## src/rtl/gpa_pkg.sv

```systemverilog
/*
  gpa_pkg: shared constants and carrier types for the two-port gpio block
  with alternate functions.
  assumes a byte-wide register port clocked by the cpu clock.
*/
package gpa_pkg;

  // register offsets on the byte-wide register port
  localparam logic [7:0] OFS_A_LATCH = 8'h00;
  localparam logic [7:0] OFS_A_DIR   = 8'h01;
  localparam logic [7:0] OFS_B_LATCH = 8'h02;
  localparam logic [7:0] OFS_B_DIR   = 8'h03;
  localparam logic [7:0] OFS_IRQ_EN  = 8'h08;
  localparam logic [7:0] OFS_MISC    = 8'h09;

  // values after reset
  localparam logic [7:0] RST_LATCH  = 8'h00;
  localparam logic [7:0] RST_DIR    = 8'h00;
  localparam logic [7:0] RST_IRQ_EN = 8'h00;
  localparam logic [7:0] RST_MISC   = 8'hf0;

  // misc control fields; the upper nibble is reserved and reads as ones
  localparam int         MISC_CLK_OUT  = 0;
  localparam int         MISC_USB_OE   = 1;
  localparam int         MISC_CLKDIV   = 2;
  localparam int         MISC_LVD_OFF  = 3;
  localparam logic [3:0] MISC_RSVD_VAL = 4'hf;

  // edge sense per irq line, bit k is line k+1: lines 1,2,5,6 rising
  localparam logic [7:0] IRQ_RISE_MASK = 8'h33;

  // pins of port a that carry a pull-up while they are inputs
  localparam logic [7:0] A_PULLUP_MASK = 8'hf9;

  // fixed pin positions on port a
  localparam int A_CLK_PIN  = 0;
  localparam int A_SDA_PIN  = 1;
  localparam int A_SCL_PIN  = 2;
  localparam int A_ECLK_PIN = 3;
  localparam int A_CAP1_PIN = 4;
  localparam int A_CAP2_PIN = 5;
  localparam int A_CMP1_PIN = 6;
  localparam int A_CMP2_PIN = 7;

  // input synchroniser length
  localparam int SYNC_STAGES = 3;

  // one register access from the cpu side
  typedef struct packed {
    logic       wr;
    logic       rd;
    logic [7:0] addr;
    logic [7:0] wdata;
  } gpa_reg_req_t;

  // peripheral signals that steer port a pins
  typedef struct packed {
    logic i2c_enable;
    logic sda_drive_low;
    logic scl_drive_low;
    logic timer_clock_sel_hi;
    logic timer_clock_sel_lo;
    logic compare_out_one_enable;
    logic compare_out_two_enable;
    logic timer_compare_out_one;
    logic timer_compare_out_two;
  } gpa_periph_t;

endpackage

```

## src/rtl/gpa_ports.sv

```systemverilog
/*
  gpa_ports: ports a and b of eight pins each, their latch and direction
  registers, edge interrupt lines, and pin hookup of timer, i2c, clock out
  and analog channel select.
  assumes pin inputs are asynchronous, peripheral signals come from logic
  on clk, and the surroundings resolve each pin from its out/oe pair.
*/
// How it works
// - each port has eight pins, each input or output on its own
// - bit x of latch and direction registers steers pin x
// - direction bit 0 means input, 1 means output
// - reading latch of an input bit gives the synchronised pin level
// - output bits drive the latch value and read back the latch
// - a pin in output mode never raises an edge request
// - enabled input pins raise a request on their own edge sense
// - all pin requests are ORed onto one external request line
// - an active peripheral output overrides latch and direction on its pin
// - peripheral outputs force output mode, push-pull or open drain
// - pins feeding peripherals stay readable through the latch register
// - port a bit 0 outputs half the cpu clock when clock-out is selected
// - port a 4..7 reset pulled-up inputs, capture inputs, compare outputs
// - port a 1,2 unpulled inputs, open drain outputs, i2c data and clock
// - port b resets unpulled; pin n routed to converter when channel is n
// - port b 4..7 are irq lines 5..8, each with its own enable bit
// - lines 1,2,5,6 rising, 3,4,7,8 falling, one enable bit each
// - irq enable register is read/write and resets to zero
`timescale 1ns/100ps

module gpa_ports
(
  input  wire logic                 clk,
  input  wire logic                 rst,
  input  wire gpa_pkg::gpa_reg_req_t bus_req,
  output logic [7:0]                bus_rdata,
  input  wire logic [7:0]           pa_in,
  output logic [7:0]                pa_out,
  output logic [7:0]                pa_oe,
  output logic [7:0]                pa_pullup,
  input  wire logic [7:0]           pb_in,
  output logic [7:0]                pb_out,
  output logic [7:0]                pb_oe,
  input  wire gpa_pkg::gpa_periph_t periph,
  input  wire logic                 adc_enable,
  input  wire logic [2:0]           analog_channel_sel,
  output logic [7:0]                analog_route,
  output logic                      timer_capture_in_one,
  output logic                      timer_capture_in_two,
  output logic                      timer_external_clock,
  output logic                      sda_in,
  output logic                      scl_in,
  output logic                      clock_out_select,
  output logic [7:0]                ext_irq_lines,
  output logic                      ext_irq_req
);

  // register state
  logic [7:0] a_latch_reg;
  logic [7:0] a_dir_reg;
  logic [7:0] b_latch_reg;
  logic [7:0] b_dir_reg;
  logic [7:0] irq_en_reg;
  logic [3:0] misc_reg;
  logic [7:0] rdata_reg;
  logic [7:0] rdata_next;

  // synchroniser chains and filtered levels
  logic [7:0] a_s1_reg;
  logic [7:0] a_s2_reg;
  logic [7:0] a_s3_reg;
  logic [7:0] b_s1_reg;
  logic [7:0] b_s2_reg;
  logic [7:0] b_s3_reg;
  logic [7:0] a_lvl_reg;
  logic [7:0] b_lvl_reg;
  logic [7:0] a_prev_reg;
  logic [7:0] b_prev_reg;

  // pin drive and irq state
  logic [7:0] a_out_reg;
  logic [7:0] a_oe_reg;
  logic [7:0] a_pu_reg;
  logic [7:0] b_out_reg;
  logic [7:0] b_oe_reg;
  logic [7:0] a_out_next;
  logic [7:0] a_oe_next;
  logic       clk_half_reg;
  logic [7:0] route_reg;
  logic [7:0] irq_pulse_reg;
  logic       irq_req_reg;
  logic [7:0] irq_pin_lvl;
  logic [7:0] irq_pin_prev;
  logic [7:0] irq_pin_in;
  logic [7:0] irq_next;
  logic [4:0] periph_sync_reg;

  // per bit: output bits return the latch, input bits the pin level
  function automatic logic [7:0] port_read(input logic [7:0] dir, latch, lvl);
    port_read = (dir & latch) | (~dir & lvl);
  endfunction

  // a new level counts only once stages two and three agree
  function automatic logic [7:0] settle(input logic [7:0] s2, s3, lvl);
    settle = (~(s2 ^ s3) & s3) | ((s2 ^ s3) & lvl);
  endfunction

  // pin synchronisers; stage one feeds stage two only
  always_ff @(posedge clk)
  begin
    if (rst)
    begin
      a_s1_reg <= gpa_pkg::A_PULLUP_MASK; // pulled-up pins idle high: no false edge
      a_s2_reg <= gpa_pkg::A_PULLUP_MASK;
      a_s3_reg <= gpa_pkg::A_PULLUP_MASK;
      b_s1_reg <= 8'h00;
      b_s2_reg <= 8'h00;
      b_s3_reg <= 8'h00;
      a_lvl_reg <= gpa_pkg::A_PULLUP_MASK;
      b_lvl_reg <= 8'h00;
      a_prev_reg <= gpa_pkg::A_PULLUP_MASK;
      b_prev_reg <= 8'h00;
    end
    else
    begin
      a_s1_reg <= pa_in;
      a_s2_reg <= a_s1_reg;
      a_s3_reg <= a_s2_reg;
      b_s1_reg <= pb_in;
      b_s2_reg <= b_s1_reg;
      b_s3_reg <= b_s2_reg;
      a_lvl_reg <= settle(a_s2_reg, a_s3_reg, a_lvl_reg);
      b_lvl_reg <= settle(b_s2_reg, b_s3_reg, b_lvl_reg);
      a_prev_reg <= a_lvl_reg;
      b_prev_reg <= b_lvl_reg;
    end
  end

  // register writes; writes to the latch land even on input bits
  always_ff @(posedge clk)
  begin
    if (rst)
    begin
      a_latch_reg <= gpa_pkg::RST_LATCH;
      a_dir_reg   <= gpa_pkg::RST_DIR;
      b_latch_reg <= gpa_pkg::RST_LATCH;
      b_dir_reg   <= gpa_pkg::RST_DIR;
      irq_en_reg  <= gpa_pkg::RST_IRQ_EN;
      misc_reg    <= gpa_pkg::RST_MISC[3:0];
    end
    else if (bus_req.wr)
    begin
      case (bus_req.addr)
        gpa_pkg::OFS_A_LATCH: a_latch_reg <= bus_req.wdata;
        gpa_pkg::OFS_A_DIR:   a_dir_reg   <= bus_req.wdata;
        gpa_pkg::OFS_B_LATCH: b_latch_reg <= bus_req.wdata;
        gpa_pkg::OFS_B_DIR:   b_dir_reg   <= bus_req.wdata;
        gpa_pkg::OFS_IRQ_EN:  irq_en_reg  <= bus_req.wdata;
        gpa_pkg::OFS_MISC:
        begin
          // lvd-off and clkdiv are set-only until the next reset
          misc_reg[3:2] <= misc_reg[3:2] | bus_req.wdata[3:2];
          misc_reg[1:0] <= bus_req.wdata[1:0];
        end
        default: ;
      endcase
    end
  end

  // read decode; unmapped offsets return zero
  always_comb
  begin
    rdata_next = 8'h00;
    case (bus_req.addr)
      gpa_pkg::OFS_A_LATCH: rdata_next = port_read(a_dir_reg, a_latch_reg, a_lvl_reg);
      gpa_pkg::OFS_A_DIR:   rdata_next = a_dir_reg;
      gpa_pkg::OFS_B_LATCH: rdata_next = port_read(b_dir_reg, b_latch_reg, b_lvl_reg);
      gpa_pkg::OFS_B_DIR:   rdata_next = b_dir_reg;
      gpa_pkg::OFS_IRQ_EN:  rdata_next = irq_en_reg;
      gpa_pkg::OFS_MISC:    rdata_next = {gpa_pkg::MISC_RSVD_VAL, misc_reg};
      default:              rdata_next = 8'h00;
    endcase
  end

  // read data stand only in the cycle after the strobe
  always_ff @(posedge clk)
  begin
    if (rst || !bus_req.rd)
      rdata_reg <= 8'h00;
    else
      rdata_reg <= rdata_next;
  end

  // port a drive: alternate functions win over latch and direction
  always_comb
  begin
    a_out_next = a_latch_reg;
    a_oe_next  = a_dir_reg;
    if (misc_reg[gpa_pkg::MISC_CLK_OUT])
    begin
      a_out_next[gpa_pkg::A_CLK_PIN] = clk_half_reg;
      a_oe_next[gpa_pkg::A_CLK_PIN]  = 1'b1;
    end
    // sda and scl only ever pull low, whoever drives them
    a_out_next[gpa_pkg::A_SDA_PIN] = 1'b0;
    a_out_next[gpa_pkg::A_SCL_PIN] = 1'b0;
    if (periph.i2c_enable)
    begin
      a_oe_next[gpa_pkg::A_SDA_PIN] = periph.sda_drive_low;
      a_oe_next[gpa_pkg::A_SCL_PIN] = periph.scl_drive_low;
    end
    else
    begin
      a_oe_next[gpa_pkg::A_SDA_PIN] = a_dir_reg[1] & ~a_latch_reg[1];
      a_oe_next[gpa_pkg::A_SCL_PIN] = a_dir_reg[2] & ~a_latch_reg[2];
    end
    if (periph.compare_out_one_enable)
    begin
      a_out_next[gpa_pkg::A_CMP1_PIN] = periph.timer_compare_out_one;
      a_oe_next[gpa_pkg::A_CMP1_PIN]  = 1'b1;
    end
    if (periph.compare_out_two_enable)
    begin
      a_out_next[gpa_pkg::A_CMP2_PIN] = periph.timer_compare_out_two;
      a_oe_next[gpa_pkg::A_CMP2_PIN]  = 1'b1;
    end
  end

  // pin drivers; the clock out is clk/2 since outputs come from flip-flops
  always_ff @(posedge clk)
  begin
    if (rst)
    begin
      clk_half_reg <= 1'b0;
      a_out_reg <= 8'h00;
      a_oe_reg  <= 8'h00;
      a_pu_reg  <= gpa_pkg::A_PULLUP_MASK;
      b_out_reg <= 8'h00;
      b_oe_reg  <= 8'h00;
    end
    else
    begin
      clk_half_reg <= ~clk_half_reg;
      a_out_reg <= a_out_next;
      a_oe_reg  <= a_oe_next;
      a_pu_reg  <= ~a_oe_next & gpa_pkg::A_PULLUP_MASK;
      b_out_reg <= b_latch_reg;
      b_oe_reg  <= b_dir_reg;
    end
  end

  // peripheral inputs read the synchronised pin levels
  always_ff @(posedge clk)
  begin
    if (rst)
    begin
      periph_sync_reg <= 5'h00;
      route_reg <= 8'h00;
    end
    else
    begin
      periph_sync_reg[0] <= a_lvl_reg[gpa_pkg::A_CAP1_PIN];
      periph_sync_reg[1] <= a_lvl_reg[gpa_pkg::A_CAP2_PIN];
      periph_sync_reg[2] <= periph.timer_clock_sel_hi & periph.timer_clock_sel_lo
                            & a_lvl_reg[gpa_pkg::A_ECLK_PIN];
      periph_sync_reg[3] <= a_lvl_reg[gpa_pkg::A_SDA_PIN];
      periph_sync_reg[4] <= a_lvl_reg[gpa_pkg::A_SCL_PIN];
      route_reg <= adc_enable ? (8'h01 << analog_channel_sel) : 8'h00;
    end
  end

  // irq sources: port a 4..7 are lines 1..4, port b 4..7 are lines 5..8
  assign irq_pin_lvl  = {b_lvl_reg[7:4], a_lvl_reg[7:4]};
  assign irq_pin_prev = {b_prev_reg[7:4], a_prev_reg[7:4]};
  // a compare output in use counts as output mode for its pin
  assign irq_pin_in   = ~{b_dir_reg[7:4], a_dir_reg[7] | periph.compare_out_two_enable,
                          a_dir_reg[6] | periph.compare_out_one_enable, a_dir_reg[5:4]};
  assign irq_next = irq_en_reg & irq_pin_in
                    & ((gpa_pkg::IRQ_RISE_MASK & irq_pin_lvl & ~irq_pin_prev)
                    | (~gpa_pkg::IRQ_RISE_MASK & ~irq_pin_lvl & irq_pin_prev));

  // one-cycle request pulses, ORed onto the shared request line
  always_ff @(posedge clk)
  begin
    if (rst)
    begin
      irq_pulse_reg <= 8'h00;
      irq_req_reg   <= 1'b0;
    end
    else
    begin
      irq_pulse_reg <= irq_next;
      irq_req_reg   <= |irq_next;
    end
  end

  assign bus_rdata            = rdata_reg;
  assign pa_out               = a_out_reg;
  assign pa_oe                = a_oe_reg;
  assign pa_pullup            = a_pu_reg;
  assign pb_out               = b_out_reg;
  assign pb_oe                = b_oe_reg;
  assign analog_route         = route_reg;
  assign timer_capture_in_one = periph_sync_reg[0];
  assign timer_capture_in_two = periph_sync_reg[1];
  assign timer_external_clock = periph_sync_reg[2];
  assign sda_in               = periph_sync_reg[3];
  assign scl_in               = periph_sync_reg[4];
  assign clock_out_select     = misc_reg[gpa_pkg::MISC_CLK_OUT];
  assign ext_irq_lines        = irq_pulse_reg;
  assign ext_irq_req          = irq_req_reg;

  // checks
  chk_dir_drive: assert property (@(posedge clk) disable iff (rst)
    !$past(rst) |-> pa_oe[3] == $past(a_dir_reg[3]))
    else $error("pa3 enable does not follow its direction bit");
  chk_read_input: assert property (@(posedge clk) disable iff (rst)
    bus_req.rd && bus_req.addr == gpa_pkg::OFS_A_LATCH && a_dir_reg == 8'h00
    |=> bus_rdata == $past(a_lvl_reg))
    else $error("input read does not return the pin level");
  chk_read_latch: assert property (@(posedge clk) disable iff (rst)
    bus_req.rd && bus_req.addr == gpa_pkg::OFS_B_LATCH && b_dir_reg == 8'hff
    |=> bus_rdata == $past(b_latch_reg))
    else $error("output read does not return the latch");
  chk_out_noirq: assert property (@(posedge clk) disable iff (rst)
    b_dir_reg[4] |=> !ext_irq_lines[4])
    else $error("output pin raised an edge request");
  chk_irq_or: assert property (@(posedge clk) disable iff (rst)
    ext_irq_req == (|ext_irq_lines))
    else $error("shared request is not the OR of the lines");
  chk_rise_edge: assert property (@(posedge clk) disable iff (rst)
    irq_en_reg[0] && !a_dir_reg[4] && a_lvl_reg[4] && !a_prev_reg[4]
    |=> ext_irq_lines[0] ##1 !ext_irq_lines[0])
    else $error("rising edge on line one missed or stretched");
  chk_fall_edge: assert property (@(posedge clk) disable iff (rst)
    $past(a_lvl_reg[6]) && !a_lvl_reg[6] && !irq_en_reg[2] |=> !ext_irq_lines[2])
    else $error("disabled line three raised a request");
  chk_clk_out: assert property (@(posedge clk) disable iff (rst)
    misc_reg[gpa_pkg::MISC_CLK_OUT] ##1 misc_reg[gpa_pkg::MISC_CLK_OUT]
    |=> pa_oe[0] && pa_out[0] != $past(pa_out[0]))
    else $error("clock out pin not toggling");
  chk_open_drain: assert property (@(posedge clk) disable iff (rst)
    pa_out[2:1] == 2'b00)
    else $error("i2c pin driven high");
  chk_cmp_prio: assert property (@(posedge clk) disable iff (rst)
    periph.compare_out_one_enable
    |=> pa_oe[6] && pa_out[6] == $past(periph.timer_compare_out_one))
    else $error("compare output did not take pa6");
  chk_adc_route: assert property (@(posedge clk) disable iff (rst)
    adc_enable |=> analog_route == (8'h01 << $past(analog_channel_sel)))
    else $error("analog route does not match channel");
  chk_sync_lag: assert property (@(posedge clk) disable iff (rst)
    $past(rst) == 1'b0 && a_s2_reg == a_s3_reg |=> a_lvl_reg == $past(a_s3_reg))
    else $error("settled level not taken");

  cov_irq: cover property (@(posedge clk) disable iff (rst) ext_irq_req);
  cov_read_in: cover property (@(posedge clk) disable iff (rst)
    bus_req.rd && bus_req.addr == gpa_pkg::OFS_A_LATCH && a_dir_reg == 8'h00);
  cov_clk_out: cover property (@(posedge clk) disable iff (rst) pa_oe[0] && pa_out[0]);
  cov_i2c: cover property (@(posedge clk) disable iff (rst) periph.i2c_enable && pa_oe[1]);

endmodule

```

## config.mk

```make
export PLATFORM = sky130hd
export DESIGN_NAME = gpa_ports
export DESIGN_NICKNAME = d
export VERILOG_FILES = /design/src/rtl/gpa_pkg.sv /design/src/rtl/gpa_ports.sv
export SDC_FILE = /design/constraint.sdc
export NUM_CORES = 1
export LEC_CHECK = 0
export CAP_MARGIN = 10
export CORE_MARGIN = 1.5
export CORE_UTILIZATION = 45
export DETAILED_ROUTE_END_ITERATION = 7
export DONT_BUFFER_PORTS = 1
export PLACE_DENSITY_LB_ADDON = 0.05
export SETUP_SLACK_MARGIN = 0.2
export SYNTH_ARGS = -nofsm -noshare
export SYNTH_HDL_FRONTEND = slang
export SYNTH_SLANG_ARGS = --single-unit
```

## constraint.sdc

```tcl
create_clock -name clk -period 1.4 [get_ports clk]
set_input_delay 0.35 -clock clk [delete_from_list [all_inputs] [get_ports clk]]
set_output_delay 0.35 -clock clk [all_outputs]
set_load 0.005 [all_outputs]
```

* Word level (Yosys, flattened, before mapping)
Index checks and enable logic that the tools add are counted.
** Word-level totals
- Register bits after elaboration :: 195
- Input bits :: 49
- Output and inout port bits :: 71
- Logic and storage cells :: 92
** Cells by class
- Equal/unequal tests :: 5
- Shifts and indexed selects :: 1
- Mux-type cells :: 8
- Bitwise operators :: 38
- Reduce and logical (&&, ||, !) cells :: 11
** Operators by type and width (count)
- $and A8 B8 Y8 :: 11
- $not A8 Y8 :: 8
- $pmux W8 S6 :: 1
- $or A8 B8 Y8 :: 5
- $eq A8 B2 Y1 const B :: 2
- $eq A8 B4 Y1 const B :: 2
- $xor A8 B8 Y8 :: 2
- $reduce_and A2 Y1 :: 6
- $and A6 B8 Y8 :: 1
- $eq A8 B1 Y1 const B :: 1
- $logic_not A8 Y1 :: 1
- $reduce_or A8 Y1 :: 1
- $shl A1 B3 Y8 const A :: 1
- $mux W1 :: 6
- $and A1 B1 Y1 :: 4
- $not A1 Y1 :: 4
- $mux W2 :: 1
- $or A1 B1 Y1 :: 2
- $or A2 B2 Y2 :: 1
- $reduce_or A2 Y1 :: 1
- $logic_not A1 Y1 :: 1
- $logic_or A1 B1 Y1 :: 1

* Depth between registers and ports, before layout
Gate-level depths: netlist (run 1).
- Depth in word-level cells :: 5
- Gate-level depth with buffers :: 6
- Gate-level depth less buffers :: 4

* Worst setup path before layout (run 1)
OpenSTA, ideal clock, no wires.
- Path type :: in2reg
- Start point :: input bus_req[8] in the netlist's numbering
- End point :: register b_dir_reg[7]
- Setup time :: 128 ps
- Arrival time :: 1335 ps
- Data required time :: 1272 ps
- Slack :: -62 ps
- Stages :: 6
- Path buffers :: 2
- Cell sequence :: buf_2 nor2b_1 and4_1 buf_4 mux2i_1 nor2_1
** Between the ends
- Cells in the longest elaborated chain, start to end :: 2
** RTL lines
- from (decl) :: RTL line gpa_ports.sv:33 : input wire gpa_pkg::gpa_reg_req_t bus_req,
- $eq A8 B2 Y1 :: RTL line gpa_ports.sv:151 : case (bus_req.addr)
- $reduce_and A2 Y1 (no source line)
- to (signal assigned) :: RTL line gpa_ports.sv:145 : b_dir_reg <= gpa_pkg::RST_DIR;
- to (signal assigned) :: RTL line gpa_ports.sv:155 : gpa_pkg::OFS_B_DIR: b_dir_reg <= bus_req.wdata;
- to (decl) :: RTL line gpa_ports.sv:60 : logic [7:0] b_dir_reg;
No other way between the ends.
A chain may end at the register's enable or synchronous reset.

* Final worst setup path (run 1)
- Start point :: register b_dir_reg[4]
- End point :: register irq_req_reg (netlist: ext_irq_req)
** Between the ends
- Cells in the longest elaborated chain, start to end :: 4
** RTL lines
- $not A8 Y8 :: RTL line gpa_ports.sv:274 : assign irq_pin_in = ~{b_dir_reg[7:4], a_dir_reg[7] | periph.compare_out_two_enable,
- $and A8 B8 Y8 :: RTL line gpa_ports.sv:276 : assign irq_next = irq_en_reg & irq_pin_in
- $and A8 B8 Y8 :: RTL line gpa_ports.sv:277 : & ((gpa_pkg::IRQ_RISE_MASK & irq_pin_lvl & ~irq_pin_prev)
- $reduce_or A8 Y1 :: RTL line gpa_ports.sv:291 : irq_req_reg <= |irq_next;
- to (signal assigned) :: RTL line gpa_ports.sv:291
- to (decl) :: RTL line gpa_ports.sv:89 : logic irq_req_reg;
No other way between the ends.

==> flow_metrics.tcl, run 1 <==
set metrics [dict create \
    viasPerCell 5.09 \
    ys.flop_type "dfxtp_1" \
    port_buffers 0 \
    whs_ns 0.0139 \
    ir_drop_v 0.000707 \
    syn_to_final_growth_pct 20.8 \
    final_hold_viol_count 0 \
    grt_first_pass_wirelength_um 20900 \
    yosysSeqAreaShare 0.608 \
    ys_ff_latch 183 \
    h-tree-depth 4 \
    drc 0 \
    drtAntennaViolNets 0 \
    place_inst 757 \
    final_area_mm2 0.00728 \
    grt_overflow 0 \
    design.core.area_mm2 0.0131 \
    finalCritPeriodShare 0.832 \
    setup_viol 0 \
    grt_usage 0.194 \
    min-delay-start "rst" \
    static-leakage-power_uw 0.00300 \
    clockBufferDepth 2 \
    clk_pin_slew_ns 0.06 \
    crit_start "b_dir_reg[4]" \
    synthTopCellsByCount "dfxtp_1 (183), nor2_1 (60), nor2b_1 (58)" \
    synth_area_leader_cell "dfxtp_1" \
    fin_crit_ns 1.17 \
    rsz0062_at_grt "true" \
    reg2reg_slack_ns 0.23 \
    drv_cap 0 \
    synth.avg_cell_area_um2 10.2 \
    muxShareOfSynthArea 0.0770 \
    cp_max_fo 3 \
    skew_ns 0.00686 \
    status "finished, final reports clean" \
    dieArea_mm2 0.0141 \
    insertedDiodeCount 0 \
    die_w_um 119 \
    cts_hold_buf 35 \
    start_util 0.459 \
    antenna_found_initial 0 \
    pwr_density_cell_mw_per_mm2 1410 \
    yosys-top-cells-area "dfxtp_1 (61%), mux2i_1 (7.1%), nor2b_1 (6.0%)" \
    path_class "flip-flop to flip-flop" \
    initialDrtViolationCount 236 \
    max_freq_mhz 858 \
    synthAdderAreaFrac 0 \
    start_kind "flip-flop" \
    cts_buffers 17 \
    min_path_type "primary input to flip-flop" \
    synth_edf_count 0 \
    cts_setup_buffers 0 \
    routed_wirelength_um 13300 \
    ys_warn_count 0 \
    synthArstFlopShare 0 \
    synth-compound-area-share 0.0832 \
    cts_tree "done" \
    drive_above_1_share 0.151 \
    synth_top_area_frac 0.608 \
    clkLatencyLatePin_ns 0.43 \
    grt_max_degree 129 \
    worstPathRequired_ns 1.77 \
    r2r_end "ext_irq_req" \
    boundaryPins 120 \
    root_buffer "clkbuf_16" \
    cts.sinks 183 \
    instances_no_fill 823 \
    crit_arrival_ns 1.54 \
    first_pass_iters 6 \
    setup_tns_ns 0 \
    min_path_cells 1 \
    synthSimpleGateAreaFrac 0.199 \
    placed_cell_area_mm2 0.00630 \
    r2r-start "b_dir_reg[4]" \
    synth_top_family_by_area "simple AND/OR/NAND/NOR gates" \
    synth_xor_area_frac 0 \
    rr_worst_depth 4 \
    finish.utilization 0.554 \
    syn_area_mm2 0.00603 \
    yosysUniqueCellTypes 39 \
    grt_pass1_vias 3968 \
    wl_per_cell_um 16.1 \
    fin_nets 683 \
    globalplace.congestion 0.846 \
    synthCells 590 \
    finalMaxSlewViolations 0 \
    fp.dieH_um 119 \
    yosysMostFrequentCell "dfxtp_1" \
    num_rows 42 \
    num_vias 4185 \
    num-fill-cells 1192 \
    hold_end "b_dir_reg[0]" \
    end_kind "flip-flop" \
    dpl.hpwl_um 8790 \
]
[what timing repair did]
action,in CTS,in global routing
resized for setup,7,9
hold endpoints to repair,88,17
endpoints found under the setup margin,5,8
pin swaps,1,1
[power breakdown]
group | switching, uW | total [uW] | internal (uW) | leakage (uW)
Combinational | 99.9 | 227 | 127 | 0.00123
Clock | 1980 | 4730 | 2750 | 0.000284
Sequential | 32.4 | 5320 | 5290 | 0.00149
Total | 2110 | 10300 | 8160 | 0.00300
[layer usage]
layer | track usage | up-vias | share of wire | wire length (um)
met5 | 0 | - | 0 | 0
met4 | 0.0964 | 0 | 0.023 | 301
met3 | 0.0550 | 23 | 0.063 | 841
met2 | 0.301 | 140 | 0.47 | 6190
met1 | 0.248 | 1982 | 0.45 | 5930
li1 | - | 2040 | - | -
[worst max-delay path by stage]
| stage | to | slack [ns] | cells past startpoint |
|---|---|---|---|
| 2_1_floorplan | b_latch_reg[6] | -0.04 | 5 |
| 3_3_place_gp | b_latch_reg[0] | -0.13 | 5 |
| 3_5_place_dp | a_dir_reg[7] | -0.15 | 6 |
| 4_1_cts | ext_irq_req | 0.18 | 4 |
| 5_1_grt | ext_irq_req | 0.19 | 4 |
| 6_report | ext_irq_req | 0.23 | 4 |
[stage by stage]
| step | total power (uW) | setup slack, ns |
|---|---|---|
| global route | 10700 | 0.193 |
| global placement | 5610 | -0.128 |
| CTS | 10400 | 0.180 |
| floorplan | 5650 | -0.0374 |
| detailed placement | 5620 | -0.151 |
| finish | 10300 | 0.235 |
[worst max-delay path, cell delays in order (launching register included)]
cell and delay [ns]:
dfxtp_1 0.32, nand2b_1 0.15, or3b_4 0.39, o31ai_1 0.08, o41a_1 0.17
[kinds of logic after synthesis]
kind of cell | Yosys count
AOI/OAI and AO/OA | 89
buffers and inverters | 45
DFF | 183
muxes | 46
other | 1
and+or+nand+nor | 226
[area by class of cell]
class	instances	area, um2	share of cell area
tap	176	220	0.0302
clock buffer	20	457	0.0627
multi-input combinational	365	2240	0.308
clock inverter	12	140	0.0192
sequential	183	3670	0.504
inverter	13	48.8	0.00670
timing repair buffer	54	503	0.0691
[cells in the final DEF (no fill, tap or decap), drive strengths merged, types with 2 or more instances in the layout]
cell	instances
o2bb2ai	2
nand2	44
clkinvlp	3
o221ai	3
nand4bb	2
clkinv	4
nor3b	3
dfxtp	183
nand2b	14
and4	2
mux2i	43
mux2	3
o31ai	2
or3b	2
inv	16
buf	20
nor2b	58
nor4	2
clkbuf	20
dlygate4sd3	34
o21ai	47
nor3	3
a31oi	2
or2	22
a22o	3
nand4b	3
nand4	4
nor2	60
nand3	5
a21oi	25
bufinv	2
nor4b	2
conb	4
(Power assumes the default switching activity.)
==> inputs of run 2 (changes only) <==
clock period = 1.2 ns   (was 1.4 ns; I/O delays follow)
==> flow_metrics.tcl, run 2 (synthesis results as in run 1) <==
set metrics [dict create \
    max_freq_mhz 835 \
    die_w_um 119 \
    cts_hold_buf 20 \
    finalCritPeriodShare 0.998 \
    h-tree-depth 4 \
    syn_to_final_growth_pct 26.6 \
    violations "negative hold slack" \
    drc 0 \
    design.core.area_mm2 0.0131 \
    fin_crit_ns 1.20 \
    end_kind "flip-flop" \
    num-fill-cells 1185 \
    finalMaxSlewViolations 0 \
    rsz0062_at_grt "true" \
    worstPathRequired_ns 1.50 \
    r2r-start "b_dir_reg[4]" \
    min_path_type "primary input to flip-flop" \
    ir_drop_v 0.000846 \
    multi_input_area_mm2 0.00238 \
    cts.sinks 183 \
    static-leakage-power_uw 0.00308 \
    status "complete, but fails checks" \
    final_hold_viol_count 10 \
    root_buffer "clkbuf_16" \
    cp_max_fo 2 \
    whs_ns -0.0668 \
    dpl.hpwl_um 8950 \
    insertedDiodeCount 0 \
    clkLatencyLatePin_ns 0.43 \
    r2r_end "ext_irq_req" \
    port_buffers 0 \
    grt_max_degree 129 \
    globalplace.congestion 0.822 \
    antenna_found_initial 0 \
    instances_no_fill 837 \
    viasPerCell 4.91 \
    start_util 0.459 \
    crit_end "ext_irq_req" \
    first_pass_iters 5 \
    num_vias 4109 \
    fin_nets 697 \
    num_rows 42 \
    boundaryPins 120 \
    regArea_mm2 0.00379 \
    pwr_density_cell_mw_per_mm2 1560 \
    grt_pass1_vias 3965 \
    place_inst 777 \
    dieArea_mm2 0.0141 \
    reg2reg_slack_ns 0.003 \
    path_class "flip-flop to flip-flop" \
    grt_overflow 0 \
    wl_per_cell_um 16.0 \
    fp.dieH_um 119 \
    p_total_uw 11900 \
    mostFrequentLayoutCell "dfxtp_1" \
    final_cell_mix "dfxtp_1 (96), dfxtp_2 (81), nor2b_1 (57), nor2_1 (53), nand2_1 (42)" \
    skew_ns 0.0103 \
    clockBufferDepth 2 \
    drive_above_1_share 0.346 \
    rr_worst_depth 4 \
    grt_usage 0.200 \
    drv_cap 0 \
    crit_start "b_dir_reg[4]" \
    grt_first_pass_wirelength_um 21500 \
    cts_tree "done" \
    drtAntennaViolNets 0 \
    crit_arrival_ns 1.50 \
    initialDrtViolationCount 281 \
    setup_viol 0 \
    clk_pin_slew_ns 0.06 \
    start_kind "flip-flop" \
    routed_wirelength_um 13400 \
    cts_buffers 17 \
]
[run 2: changes by cell type in the layout (fill, tap and decap cells not counted), sizes merged]
cell | before | now
buf | 20 | 48
dlygate4sd3 | 34 | 20
clkbuf | 20 | 19
clkinv | 4 | 5
[run 2: how the worst min path moves through the flow]
stage                                      from                to  depth (start not counted)
after floorplan           analog_channel_sel[0]   analog_route[0]                          1
after global placement    analog_channel_sel[0]   analog_route[4]                          1
after detailed placement  analog_channel_sel[0]   analog_route[4]                          1
after CTS                                   rst  ext_irq_lines[3]                          1
after global routing                        rst          pa_oe[2]                          1
final                                       rst          pa_oe[1]                          1
[run 2: per-stage QoR]
step	TNS (ns)	setup WS, ns	util	hold WS [ns]	instance area [um2]
3_5_place_dp	-10.37	-0.331	0.495	0.379	6500
2_1_floorplan	-4.46	-0.187	-	0.377	6200
3_3_place_gp	-9.22	-0.307	0.495	0.378	6500
5_1_grt	-0.0368	-0.0190	0.581	-0.0688	7630
4_1_cts	0	0.0231	0.570	-0.0816	7480
6_report	0	0.00286	0.581	-0.0668	7630
[run 2: final cells by class]
class | count | share of cell area
sequential | 183 | 0.496
multi-input combinational | 365 | 0.312
timing repair buffer | 68 | 0.0811
clock buffer | 19 | 0.0567
tap | 176 | 0.0288
clock inverter | 13 | 0.0190
inverter | 13 | 0.00639
[run 2: layer usage]
metal  share of wire  GRT usage  up-vias
li1                -          -     2071
met1            0.47      0.270     1909
met2            0.46      0.303      111
met3           0.054     0.0502       18
met4           0.019     0.0889        0
met5               0          0        -
[run 2: repair_timing]
item / in CTS / in global routing
resized for setup: 92 / 44
hold endpoints to repair: 136 / 111
setup endpoints to repair: 89 / 94
pin swaps: 14 / 18
buffers inserted: 6 / 2
[run 2: worst max-delay path: stages (launching register included)]
cell and delay, ns:
dfxtp_2 0.34, nand2b_4 0.12, or3b_4 0.13, o31ai_2 0.06
o41a_1 0.44
[run 2: where the power goes]
part | leakage, uW | total, uW | internal [uW] | switching, uW
Clock | 0.000275 | 5430 | 3090 | 2340
Combinational | 0.00129 | 306 | 181 | 125
Sequential | 0.00152 | 6200 | 6160 | 38.7
